**config.mk**
```make
export PLATFORM = sky130hd
export DESIGN_NAME = card_port_ctrl
export DESIGN_NICKNAME = d
export VERILOG_FILES = /design/src/pkg/card_port_pkg.sv /design/src/pkg/sync_if.sv /design/src/design/card_port_ctrl.sv /design/src/design/pin_sync.sv
export SDC_FILE = /design/constraint.sdc
export NUM_CORES = 1
export LEC_CHECK = 0
export CORE_UTILIZATION = 65
export CTS_CLUSTER_DIAMETER = 50
export DETAILED_ROUTE_END_ITERATION = 8
export DONT_BUFFER_PORTS = 1
export MAX_ROUTING_LAYER = met4
export PLACE_DENSITY_LB_ADDON = 0.2
export SLEW_MARGIN = 0
export SYNTH_ARGS = -nofsm -noshare
export SYNTH_HDL_FRONTEND = slang
export SYNTH_HIERARCHICAL = 1
export SYNTH_SLANG_ARGS = --single-unit
export TNS_END_PERCENT = 10
```
**constraint.sdc**
```tcl
create_clock -name clk_sys -period 4.74 [get_ports clk_sys]
set_input_delay 1.422 -clock clk_sys [delete_from_list [all_inputs] [get_ports clk_sys]]
set_output_delay 1.422 -clock clk_sys [all_outputs]
set_load 0.02 [all_outputs]
```
**src/pkg/card_port_pkg.sv**
```systemverilog
// Constants, state codes and pin layout for the card host port control block.
// Assumes a single 10 MHz system clock; all pins arrive unsynchronised.
package card_port_pkg;

    // ****************************************************************
    // Timing
    // ****************************************************************
    localparam int CLK_PERIOD_NS  = 100;
    localparam int INIT_RESET_NS  = 1000;   // Length of the power-up reset and of each reset tail
    // Least time, so round up to whole cycles
    localparam int INIT_RESET_CYC = (INIT_RESET_NS + CLK_PERIOD_NS - 1) / CLK_PERIOD_NS;
    localparam int RST_CNT_W      = 8;

    // ****************************************************************
    // Layout of the synchronised pin vector
    // ****************************************************************
    localparam int PIN_RESET = 0;
    localparam int PIN_OE_N  = 1;
    localparam int PIN_WE_N  = 2;
    localparam int PIN_REG_N = 3;
    localparam int CTRL_W    = 4;           // Data pins follow the control pins

    // ****************************************************************
    // Reset sequencer states
    // ****************************************************************
    typedef enum logic [2:0] {
        ST_INIT  = 3'h1,
        ST_RUN   = 3'h2,
        ST_RESET = 3'h4
    } rst_state_t;

endpackage

```
**src/pkg/sync_if.sv**
```systemverilog
// Carrier between the pin synchroniser and the port controller.
// Raw pin levels go in, levels retimed to clk_sys come out.
`timescale 1ns/1ps
interface sync_if #(
    parameter int W = 1
);
    logic [W-1:0] raw;
    logic [W-1:0] synced;

    modport sync (input raw, output synced);
    modport user (output raw, input synced);
endinterface

```
**src/design/card_port_ctrl.sv**
```systemverilog
// Control-signal logic of a flash card parallel host port: reset sequencing,
// mode selection, cycle extension / ready / data-out strobe, write strobe
// capture and the write-protect / 16-bit indication pin.
// Assumes the card core drives the status inputs on clk_sys and that the
// host pins are asynchronous to it.
`timescale 1ns/1ps
module card_port_ctrl #(
    parameter int DATA_W = 16
) (
    input  wire logic              clk_sys,
    input  wire logic              resetn,
    input  wire logic              ce,
    input  wire logic              reset_pin,
    input  wire logic              oe_n_pin,
    input  wire logic              we_n_pin,
    input  wire logic              reg_n_pin,
    input  wire logic [DATA_W-1:0] data_pin,
    input  wire logic              soft_reset,
    input  wire logic              io_config,
    input  wire logic              host_cycle,
    input  wire logic              core_busy,
    input  wire logic              udma_write,
    input  wire logic              udma_read,
    input  wire logic              udma_pause,
    input  wire logic              dstrobe_step,
    input  wire logic              word_xfer,
    input  wire logic              io16_port,
    output logic                   card_reset,
    output logic                   mode_ata,
    output logic                   wait_pin,
    output logic                   wait_oe_n,
    output logic                   wp_pin,
    output logic                   task_wr,
    output logic                   cfg_wr,
    output logic [DATA_W-1:0]      wr_data
);

    // ****************************************************************
    // Elaboration checks
    // ****************************************************************
    localparam int SYNC_W = card_port_pkg::CTRL_W + DATA_W;
    localparam logic [card_port_pkg::RST_CNT_W-1:0] CNT_LOAD =
        card_port_pkg::RST_CNT_W'(card_port_pkg::INIT_RESET_CYC - 1);

    if (DATA_W < 1 || DATA_W > 16) begin : g_bad_width
        $error("DATA_W must lie between 1 and 16");
    end
    if (card_port_pkg::INIT_RESET_CYC >= (1 << card_port_pkg::RST_CNT_W)) begin : g_bad_cnt
        $error("Reset length does not fit the counter");
    end

    // ****************************************************************
    // Pin synchronisation
    // ****************************************************************
    sync_if #(.W(SYNC_W)) pins ();

    assign pins.raw = {data_pin, reg_n_pin, we_n_pin, oe_n_pin, reset_pin};

    pin_sync #(.W(SYNC_W)) u_sync (
        .clk_sys (clk_sys),
        .resetn  (resetn),
        .ce      (ce),
        .port    (pins)
    );

    logic              rst_s;
    logic              oe_s;
    logic              we_s;
    logic              reg_s;
    logic [DATA_W-1:0] data_s;

    assign rst_s  = pins.synced[card_port_pkg::PIN_RESET];
    assign oe_s   = pins.synced[card_port_pkg::PIN_OE_N];
    assign we_s   = pins.synced[card_port_pkg::PIN_WE_N];
    assign reg_s  = pins.synced[card_port_pkg::PIN_REG_N];
    assign data_s = pins.synced[SYNC_W-1:card_port_pkg::CTRL_W];

    // ****************************************************************
    // Reset sequencer
    // ****************************************************************
    card_port_pkg::rst_state_t             state;
    card_port_pkg::rst_state_t             next_state;
    logic [card_port_pkg::RST_CNT_W-1:0]   cnt;
    logic [card_port_pkg::RST_CNT_W-1:0]   next_cnt;
    logic                                  armed;
    logic                                  next_armed;
    logic                                  next_mode_ata;
    logic                                  next_card_reset;
    logic                                  hw_rst;
    logic                                  running;

    // Pin polarity follows the latched mode; PC reset needs a low seen first
    assign hw_rst  = mode_ata ? ~rst_s : (rst_s & armed);
    assign running = (state == card_port_pkg::ST_RUN);

    // Next state of the sequencer
    always_comb begin
        next_state    = state;
        next_cnt      = cnt;
        next_armed    = armed;
        next_mode_ata = mode_ata;
        // A pin open or high since power-up never arms the reset input
        if (state != card_port_pkg::ST_INIT && !rst_s) begin
            next_armed = 1'b1;
        end
        case (state)
            card_port_pkg::ST_INIT: begin
                // Mode pin is stable throughout the power-up reset
                next_mode_ata = ~oe_s;
                if (cnt == '0) begin
                    next_state = card_port_pkg::ST_RUN;
                end else begin
                    next_cnt = cnt - 1'b1;
                end
            end
            card_port_pkg::ST_RUN: begin
                if (hw_rst || soft_reset) begin
                    next_state = card_port_pkg::ST_RESET;
                    next_cnt   = CNT_LOAD;
                end
            end
            card_port_pkg::ST_RESET: begin
                // Held while the cause stands, then a fixed tail
                if (hw_rst || soft_reset) begin
                    next_cnt = CNT_LOAD;
                end else if (cnt == '0) begin
                    next_state = card_port_pkg::ST_RUN;
                end else begin
                    next_cnt = cnt - 1'b1;
                end
            end
            default: begin
                next_state = card_port_pkg::ST_INIT;
                next_cnt   = CNT_LOAD;
            end
        endcase
        next_card_reset = (next_state != card_port_pkg::ST_RUN);
        if (!ce) begin
            next_state      = state;
            next_cnt        = cnt;
            next_armed      = armed;
            next_mode_ata   = mode_ata;
            next_card_reset = card_reset;
        end
    end

    // Sequencer registers
    always_ff @(posedge clk_sys or negedge resetn) begin
        if (!resetn) begin
            state      <= card_port_pkg::ST_INIT;
            cnt        <= CNT_LOAD;
            armed      <= 1'b0;
            mode_ata   <= 1'b0;
            card_reset <= 1'b1;
        end else begin
            state      <= next_state;
            cnt        <= next_cnt;
            armed      <= next_armed;
            mode_ata   <= next_mode_ata;
            card_reset <= next_card_reset;
        end
    end

    // ****************************************************************
    // Write strobe capture
    // ****************************************************************
    logic              we_prev;
    logic              next_we_prev;
    logic              we_rise;
    logic              next_task_wr;
    logic              next_cfg_wr;
    logic [DATA_W-1:0] next_wr_data;

    // End of the active-low strobe; data is still held by the host there
    assign we_rise = we_s & ~we_prev;

    // Decode of a finished host write
    always_comb begin
        next_we_prev = we_s;
        next_task_wr = 1'b0;
        next_cfg_wr  = 1'b0;
        next_wr_data = wr_data;
        // ATA mode leaves the strobe unused, whatever level it has
        if (running && we_rise && !mode_ata) begin
            if (!reg_s) begin
                next_cfg_wr  = 1'b1;
                next_wr_data = data_s;
            end else if (!io_config) begin
                next_task_wr = 1'b1;
                next_wr_data = data_s;
            end
        end
        if (!ce) begin
            next_we_prev = we_prev;
            next_task_wr = task_wr;
            next_cfg_wr  = cfg_wr;
            next_wr_data = wr_data;
        end
    end

    // Strobe registers
    always_ff @(posedge clk_sys or negedge resetn) begin
        if (!resetn) begin
            we_prev <= 1'b1;
            task_wr <= 1'b0;
            cfg_wr  <= 1'b0;
            wr_data <= '0;
        end else begin
            we_prev <= next_we_prev;
            task_wr <= next_task_wr;
            cfg_wr  <= next_cfg_wr;
            wr_data <= next_wr_data;
        end
    end

    // ****************************************************************
    // Shared wait / ready / strobe pin and indication pin
    // ****************************************************************
    logic next_wait_pin;
    logic next_wait_oe_n;
    logic next_wp_pin;

    // Pin meaning depends on mode and on the Ultra DMA direction
    always_comb begin
        next_wait_oe_n = ~running;  // Released during any reset
        next_wait_pin  = 1'b1;
        next_wp_pin    = 1'b1;
        if (running) begin
            if (!mode_ata) begin
                next_wait_pin = ~(host_cycle & core_busy);
                next_wp_pin   = io_config ? ~io16_port : 1'b0;
            end else begin
                next_wp_pin = ~word_xfer;
                if (udma_write) begin
                    next_wait_pin = udma_pause;
                end else if (udma_read) begin
                    // No edge while paused; host sees a quiet strobe
                    next_wait_pin = (dstrobe_step && !udma_pause) ? ~wait_pin
                                                                  : wait_pin;
                end else begin
                    next_wait_pin = ~core_busy;
                end
            end
        end
        if (!ce) begin
            next_wait_pin  = wait_pin;
            next_wait_oe_n = wait_oe_n;
            next_wp_pin    = wp_pin;
        end
    end

    // Pin registers
    always_ff @(posedge clk_sys or negedge resetn) begin
        if (!resetn) begin
            wait_pin  <= 1'b1;
            wait_oe_n <= 1'b1;
            wp_pin    <= 1'b1;
        end else begin
            wait_pin  <= next_wait_pin;
            wait_oe_n <= next_wait_oe_n;
            wp_pin    <= next_wp_pin;
        end
    end

    // ****************************************************************
    // Assertions
    // ****************************************************************
    a_pc_reset_hold: assert property (@(posedge clk_sys) disable iff (!resetn)
        (ce && running && !mode_ata && armed && rst_s) |=> card_reset)
        else $error("PC Card reset pin high did not reset the card");

    a_init_once: assert property (@(posedge clk_sys) disable iff (!resetn)
        (ce && state == card_port_pkg::ST_INIT && cnt == '0) |=> running && !card_reset)
        else $error("Initial reset did not finish");

    a_soft_reset: assert property (@(posedge clk_sys) disable iff (!resetn)
        (ce && running && soft_reset) |=> card_reset ##1 (card_reset || !ce))
        else $error("Soft reset bit ignored");

    a_ata_reset: assert property (@(posedge clk_sys) disable iff (!resetn)
        (ce && running && mode_ata && !rst_s) |=> card_reset ##1 (wait_oe_n || !$past(ce)))
        else $error("ATA reset low did not reset the card");

    a_wait_stretch: assert property (@(posedge clk_sys) disable iff (!resetn)
        (ce && running && !mode_ata && host_cycle && core_busy) |=> !wait_pin && !wait_oe_n)
        else $error("Wait not driven low for busy cycle");

    a_iordy_ready: assert property (@(posedge clk_sys) disable iff (!resetn)
        (ce && running && mode_ata && !udma_write && !udma_read)
            |=> wait_pin == !$past(core_busy))
        else $error("IORDY does not follow core readiness");

    a_ddmardy_pause: assert property (@(posedge clk_sys) disable iff (!resetn)
        (ce && running && mode_ata && udma_write) |=> wait_pin == $past(udma_pause))
        else $error("DDMARDY does not reflect pause");

    a_dstrobe_edge: assert property (@(posedge clk_sys) disable iff (!resetn)
        (ce && running && mode_ata && !udma_write && udma_read && dstrobe_step && !udma_pause)
            |=> wait_pin != $past(wait_pin))
        else $error("Data-out strobe missed an edge");

    a_dstrobe_quiet: assert property (@(posedge clk_sys) disable iff (!resetn)
        (ce && running && mode_ata && !udma_write && udma_read && udma_pause) |=> $stable(wait_pin))
        else $error("Data-out strobe moved while paused");

    a_task_write: assert property (@(posedge clk_sys) disable iff (!resetn)
        (ce && running && !mode_ata && we_rise && reg_s && !io_config)
            |=> task_wr && wr_data == $past(data_s))
        else $error("Memory mode task write not captured");

    a_io_cfg_only: assert property (@(posedge clk_sys) disable iff (!resetn)
        (ce && (io_config || mode_ata)) |=> !task_wr)
        else $error("Task write outside memory mode");

    a_wp_states: assert property (@(posedge clk_sys) disable iff (!resetn)
        (ce && running && !mode_ata && !io_config) |=> !wp_pin)
        else $error("Write protect not low after initialisation");

    a_io16_flag: assert property (@(posedge clk_sys) disable iff (!resetn)
        (ce && running && !mode_ata && io_config) |=> wp_pin == !$past(io16_port))
        else $error("16-bit port flag wrong");

    a_iocs16_flag: assert property (@(posedge clk_sys) disable iff (!resetn)
        (ce && running && mode_ata) |=> wp_pin == !$past(word_xfer))
        else $error("IOCS16 does not follow word transfer");

    a_mode_stable: assert property (@(posedge clk_sys) disable iff (!resetn)
        (state != card_port_pkg::ST_INIT) |=> $stable(mode_ata))
        else $error("Mode changed after power-up reset");

endmodule

```
**src/design/pin_sync.sv**
```systemverilog
// Two-stage synchroniser for a vector of asynchronous pins.
// Assumes every bit is an independent level; multi-bit words must be stable
// around the moment they are used.
`timescale 1ns/1ps
module pin_sync #(
    parameter int W = 1
) (
    input  wire logic clk_sys,
    input  wire logic resetn,
    input  wire logic ce,
    sync_if.sync      port
);

    logic [W-1:0] meta;
    logic [W-1:0] stage2;
    logic [W-1:0] next_meta;
    logic [W-1:0] next_stage2;

    // ****************************************************************
    // Next values; first stage feeds only the second
    // ****************************************************************
    always_comb begin
        next_meta   = ce ? port.raw : meta;
        next_stage2 = ce ? meta : stage2;
    end

    // Registers
    always_ff @(posedge clk_sys or negedge resetn) begin
        if (!resetn) begin
            meta   <= '0;
            stage2 <= '0;
        end else begin
            meta   <= next_meta;
            stage2 <= next_stage2;
        end
    end

    assign port.synced = stage2;

endmodule

```
==> results.tsv, run 1 <==
stage	metric	value	unit
worst_setup_path	worst-path-max-fanout	55	
worst_setup_path	cp-start-kind	input port	
timing	period_minus_slack	2.61	ns
synth	synth_edf_count	0	
clocking	cts_root_buf	clkbuf_8	
detailed_routing	wl_per_cell	15.7	um
clocking	cts.sinks	76	
power	switching_power	0.468	mW
outcome	status	finished, final reports clean	
floorplanning	ios	56	
synth	synth_nets	275	
timing	setup_tns	0	ns
worst_setup_path	startpoint	ce	
cells_and_area	drive_above_1_share	35.0	%
placed_design	preCtsSetupSlack	1.73	ns
detailed_routing	drc	0	
floorplanning	die_h	72.6	um
synth	yosysTopAreaCellShare	52.5	%
timing	min_period_over_period	55.1	%
cells_and_area	seq_area	0.00191	mm2
detailed_routing	avgViaCountPerCell	5.70	
floorplanning	die_area	0.00527	mm2
synth	synth.area.top_cells	dfrtp_1 (53%), mux2_2 (20%), dfstp_2 (6.5%)	
grt	overflow	0	
clocking	clk_latency	0.33	ns
detailed_routing	postRouteAntennaNets	0	
grt	grt_pass1_wl	8040	um
timing	rsz0062_at_grt	false	
synth	yosysTopAreaCell	dfrtp_1	
placed_design	port-buffer-count	0	
detailed_routing	dr.max_layer_used	met4	
worst_setup_path	crit_path_cell_trace	and2b_1 -> nor2b_2 -> nand2_1 -> a21o_1 -> mux2_2	
power	p_int	1.15	mW
clocking	cts.path.max_buffers	2	
detailed_routing	drt_pass1_iterations	4	
cells_and_area	nets	276	
worst_setup_path	crit_path_end_kind	register	
cells_and_area	diodes	0	
worst_setup_path	cp_slowest_cell	a21o_1	
worst_setup_path	worstPathRequired	4.96	ns
synth	synth.most_common_cell	dfrtp_1	
timing	maxSlewHeadroom	48.3	%
timing	clock_skew	0.00568	ns
clocking	cts_tree	built	
worst_setup_path	criticalPathCategory	input port to register	
cells_and_area	n_fill_cell	348	
synth	synth_ff_type	dfrtp_1	
timing	worstMarginPinSlew	0.768	ns
detailed_routing	drt-met1-wl	2330	um
synth	syn_area	0.00324	mm2
timing	slew_viol_final	0	
synth	synth_cell_type_count	42	
synth	ys_seq_area_share	59.0	%
timing	finalSetupViolCount	0	
synth	ys_async_sr_fraction	100	%
grt	antenna_found_initial	0	
clocking	postCtsSetupBuffers	0	
power	max-vdd-ir-drop	0.000275	V
power	seqPwrFrac	55.2	%
hold_path	hp-start	u_sync/port.synced[1]	
hold_path	hold_depth	1	
floorplanning	start_util	68.1	%
floorplanning	rows	25	
power	p_comb_share	16.2	%
power	p_sw_share	29.0	%
timing	holdWs	0.436	ns
detailed_routing	totalWireLength	4910	um
detailed_routing	route.met3.wl	276	um
power	power_density	472	mW/mm2
clocking	cts_buffers	9	
detailed_routing	drt_iter0_markers	79	
worst_setup_path	critical-path-max-stage-delay	0.53	ns
placed_design	post_dp_cell_area	0.00324	mm2
grt	grt_usage	21.3	%
detailed_routing	met2RoutedLength	2260	um
grt	grt_max_degree	77	
synth	synthTopCellsByCount	dfrtp_1 (68), mux2_2 (58), a21oi_1 (13)	
detailed_routing	via_count	1785	
cells_and_area	syn2layout_area_growth	5.64	%
floorplanning	die_x	72.6	um
clocking	clk_pin_slew	0.08	ns
cells_and_area	fin_util	72.0	%
power	clockPowerShare	28.6	%
floorplanning	coreArea	0.00475	mm2
worst_setup_path	reg2reg_depth	5	
synth	netlist_instances	240	
clocking	hold_buffers	0	
synth	synth-seq-cells	76	
worst_setup_path	reg2reg_from	mode_ata	
synth	yosysWarningCount	6	
timing	hold_viol	0	
power	p_leak	1.48	nW
run	cap_viol_max_count	0	
placed_design	gp_congestion	0.820	
cells_and_area	fin_area	0.00342	mm2
timing	max_freq	383	MHz
placed_design	dp_hpwl	3160	um
hold_path	hp-class	register to register	
synth	syn_area_per_cell	13.5	um2
worst_setup_path	worstPathArrival	2.83	ns
clocking	post_cts_resized	0	
grt	grt_pass1_vias	1717	
timing	fin_ws	2.13	ns
cells_and_area	multi_input_area	0.00120	mm2
clocking	htreeDepth	3	
==> final timing paths <==
| kind | to | slack (ns) |
|---|---|---|
| worst max-delay path | wr_data[14] | 2.13 |
| worst min-delay path | mode_ata | 0.44 |
| worst max register to register | cnt[1] | 2.61 |
| worst min register to register | mode_ata | 0.44 |
| max in group asynchronous | we_prev | 3.75 |
| min in group asynchronous | cnt[5] | 0.78 |
==> power groups by stage <==
stage / clock, mW / combinational (mW) / sequential (mW)
final: 0.461 / 0.261 / 0.891
after global routing: 0.499 / 0.295 / 0.906
after CTS: 0.475 / 0.261 / 0.892
after detailed placement: 0 / 0.258 / 0.905
after global placement: 0 / 0.249 / 0.900
after floorplan: 0 / 0.246 / 0.869
==> sequential cells by signal, indices dropped and copies added, names as in the netlist, 3 cells and up <==
register,cells
state,3
u_sync/port.synced,20
cnt,8
wr_data,16
u_sync/meta,20
==> worst max-delay path, delay by kind of cell <==
| family | cells | cell delay [ns] |
|---|---|---|
| mux | 1 | 0.41 |
| simple gates | 3 | 0.44 |
| compound gates | 1 | 0.53 |
==> through the flow <==
stage               instances  total power, mW
global placement          297             1.15
floorplan                 240             1.11
CTS                       313             1.63
detailed placement        297             1.16
global route              313             1.70
finish                    313             1.61
==> logic make-up after synthesis <==
family / Yosys count / share of synthesized area [%]
buf+inv: 21 / 3.90
fa+ha+maj: 2 / 0.772
flops: 76 / 59.0
simple gates: 42 / 7.84
mux: 58 / 20.2
compound gates: 41 / 8.31
==> layer usage <==
layer	GRT usage, %	vias to the layer above
met5	-	-
met2	30.9	39
met3	7.04	4
met1	27.7	885
li1	-	857
met4	9.15	0
==> cells in the final DEF (no fill, tap or decap), types with 3 or more instances in the layout <==
master / instances
nor3_1: 3
o21ai_0: 12
nand2b_1: 3
nand2_1: 6
dfstp_2: 8
dfrtp_1: 68
clkbuf_8: 9
mux2_2: 58
a21oi_1: 13
clkinv_2: 3
nor2_1: 9
inv_1: 11
==> layout make-up <==
type | instances | area share, %
tap | 67 | 2.45
clock inverter | 5 | 1.54
inverter | 11 | 1.21
multi-input combinational | 143 | 35.1
clock buffer | 11 | 3.84
sequential | 76 | 55.9
No activity file was read; power rests on OpenSTA's default activity.
==> inputs of run 2 (changes only) <==
Settings changed: CORE_UTILIZATION 65 to 62.
Clock period 4.74 ns to 2.69 ns, I/O delays scaled along.
==> run 2 against run 1 <==
Net effect: clock power rose by 83%; sequential power rose by 74%; total power up 79%; clock skew rose by 0.00053 ns; sequential share of layout area fell by 0.39 points; largest power group unchanged.
==> results.tsv, run 2 (synthesized netlist as in run 1, its figures left out) <==
stage	metric	value	unit	change
worst_setup_path	endpoint	card_reset		
grt	grt_pass1_vias	1777		+3.5%
timing	clock_skew	0.00621	ns	+0.000531 ns
worst_setup_path	reg2reg_depth	4		-1
timing	hold_viol	0		unchanged
placed_design	dp_hpwl	3290	um	+4.0%
placed_design	gp_congestion	0.754		-8.0%
timing	maxSlewHeadroom	49.4	%	+1.1 points
timing	rsz0062_at_grt	false		
power	p_leak	1.48	nW	+0.13%
cells_and_area	instances_no_fill	315		+0.64%
power	max-vdd-ir-drop	0.000569	V	+110%
floorplanning	die_h	74.3	um	+2.3%
placed_design	place_inst	299		+0.67%
grt	antenna_found_initial	0		unchanged
worst_setup_path	critical-path-max-stage-delay	0.47	ns	-0.06 ns
worst_setup_path	cp-start-kind	register		
detailed_routing	drt_iter0_markers	82		+3.8%
hold_path	hp-class	input port to asynchronous set/reset pin		
worst_setup_path	worstSetupPathDepth	4		-1
worst_setup_path	crit_path_cell_trace	or3b_1 -> o41a_1 -> o21bai_1 -> o21ai_0		
floorplanning	die_area	0.00552	mm2	+4.7%
detailed_routing	via_count	1826		+2.3%
placed_design	post_dp_cell_area	0.00325	mm2	+0.46%
worst_setup_path	reg2reg_from	state[1]		
grt	grt_usage	21.7	%	+0.40 points
floorplanning	die_x	74.3	um	+2.3%
detailed_routing	dr.max_layer_used	met4		
worst_setup_path	worstPathArrival	2.14	ns	-0.69 ns
clocking	cts_buffers	9		unchanged
run	cap_viol_max_count	0		unchanged
worst_setup_path	worstPathRequired	2.94	ns	-2.02 ns
cells_and_area	layout_commonest_cell	dfrtp_1		
timing	setup_tns	0	ns	unchanged
grt	grt_max_degree	77		unchanged
floorplanning	rows	25		unchanged
clocking	clk_pin_slew	0.08	ns	about the same
power	switching_power	0.855	mW	+83%
power	power_density	839	mW/mm2	+78%
cells_and_area	nets	278		+0.72%
cells_and_area	fin_area	0.00345	mm2	+0.69%
power	seqPwrFrac	53.7	%	-1.5 points
clocking	postCtsSetupBuffers	0		unchanged
outcome	status	finished, final reports clean		
clocking	cts_root_buf	clkbuf_8		
clocking	clk_latency	0.34	ns	about the same
worst_setup_path	path_buf_inv	0		unchanged
worst_setup_path	r2r_setup_slack	0.79	ns	-1.82 ns
detailed_routing	avgViaCountPerCell	5.80		+1.6%
clocking	hold_buffers	0		unchanged
clocking	post_cts_resized	0		unchanged
power	p_int	2.04	mW	+78%
timing	worstMarginPinSlew	0.752	ns	-0.0164 ns
worst_setup_path	path_delay_family	compound AO/OA/AOI/OAI gates		
worst_setup_path	startpoint	state[1]		
timing	period_minus_slack	1.90	ns	
power	clockPowerShare	29.1	%	+0.5 points
detailed_routing	wl_per_cell	16.4	um	+4.2%
timing	slew_viol_final	0		unchanged
grt	overflow	0		unchanged
worst_setup_path	criticalPathCategory	register to register		
cells_and_area	diodes	0		unchanged
grt	grt_pass1_wl	8420	um	+4.7%
cells_and_area	layout_common_cells	dfrtp_1 (68), mux2_2 (58), a21oi_1 (13), o21ai_0 (12), inv_1 (11)		
worst_setup_path	cp_slowest_cell	dfrtp_1		
power	p_comb_share	17.2	%	+1.0 points
detailed_routing	drt_pass1_iterations	5		+1
detailed_routing	drc	0		unchanged
detailed_routing	drt-met1-wl	2350	um	+0.90%
cells_and_area	drive_above_1_share	35.5	%	+0.52 points
detailed_routing	route.met3.wl	357	um	+29%
clocking	cts.sinks	76		unchanged
detailed_routing	totalWireLength	5150	um	+4.9%
power	p_sw_share	29.6	%	+0.55 points
clocking	cts.path.max_buffers	2		unchanged
timing	finalSetupViolCount	0		unchanged
worst_setup_path	timing.rr.end	card_reset		
timing	min_period_over_period	70.5	%	
floorplanning	ios	56		unchanged
detailed_routing	met2RoutedLength	2410	um	+6.6%
clocking	cts_tree	built		
floorplanning	start_util	66.4	%	-1.7 points
worst_setup_path	crit_path_end_kind	register		
worst_setup_path	worst-path-max-fanout	9		-84%
placed_design	port-buffer-count	0		unchanged
clocking	htreeDepth	3		unchanged
power	finalPower	2.89	mW	+79%
floorplanning	coreArea	0.00488	mm2	+2.6%
detailed_routing	postRouteAntennaNets	0		unchanged
cells_and_area	syn2layout_area_growth	6.37	%	
timing	max_freq	527	MHz	
==> run 2: cell count changes in the layout (fill, tap and decap cells not counted), sizes merged <==
| cell | before | now |
|---|---|---|
| clkinv | 3 | 0 |
| clkinvlp | 1 | 3 |
| inv | 11 | 12 |
| buf | 0 | 2 |
==> run 2: metrics by stage <==
stage	hold slack, ns	worst slack [ns]	util [%]
floorplan	0.413	0.687	-
global placement	0.442	0.598	66.7
detailed placement	0.444	0.584	66.7
CTS	0.133	0.777	70.6
global route	0.129	0.675	70.6
finish	0.156	0.794	70.6
==> run 2: worst min path at each step <==
stage / to
2_1_floorplan: mode_ata
3_3_place_gp: armed
3_5_place_dp: mode_ata
4_1_cts: u_sync/port.synced[16]
5_1_grt: wr_data[5]
6_report: u_sync/port.synced[18]
==> run 2: routing by layer <==
layer	vias to the layer above	track usage, %
met5	-	-
met1	905	27.0
met4	0	9.64
li1	862	-
met3	4	8.67
met2	55	31.5
==> run 2: cell type report <==
class	instances	area, um2
Clock buffer	11	131
Clock inverter	5	61.3
Fill cell	350	1430
Inverter	11	41.3
Multi-Input combinational cell	143	1200
Sequential cell	76	1910
Tap cell	67	83.8
Timing Repair Buffer	2	15.0
==> run 2: power by group through the flow <==
stage	logic [mW]	clock network, mW	registers, mW
2_1_floorplan	0.433	0	1.53
6_report	0.496	0.842	1.55
3_3_place_gp	0.479	0	1.57
4_1_cts	0.498	0.869	1.55
5_1_grt	0.559	0.910	1.59
3_5_place_dp	0.493	0	1.58
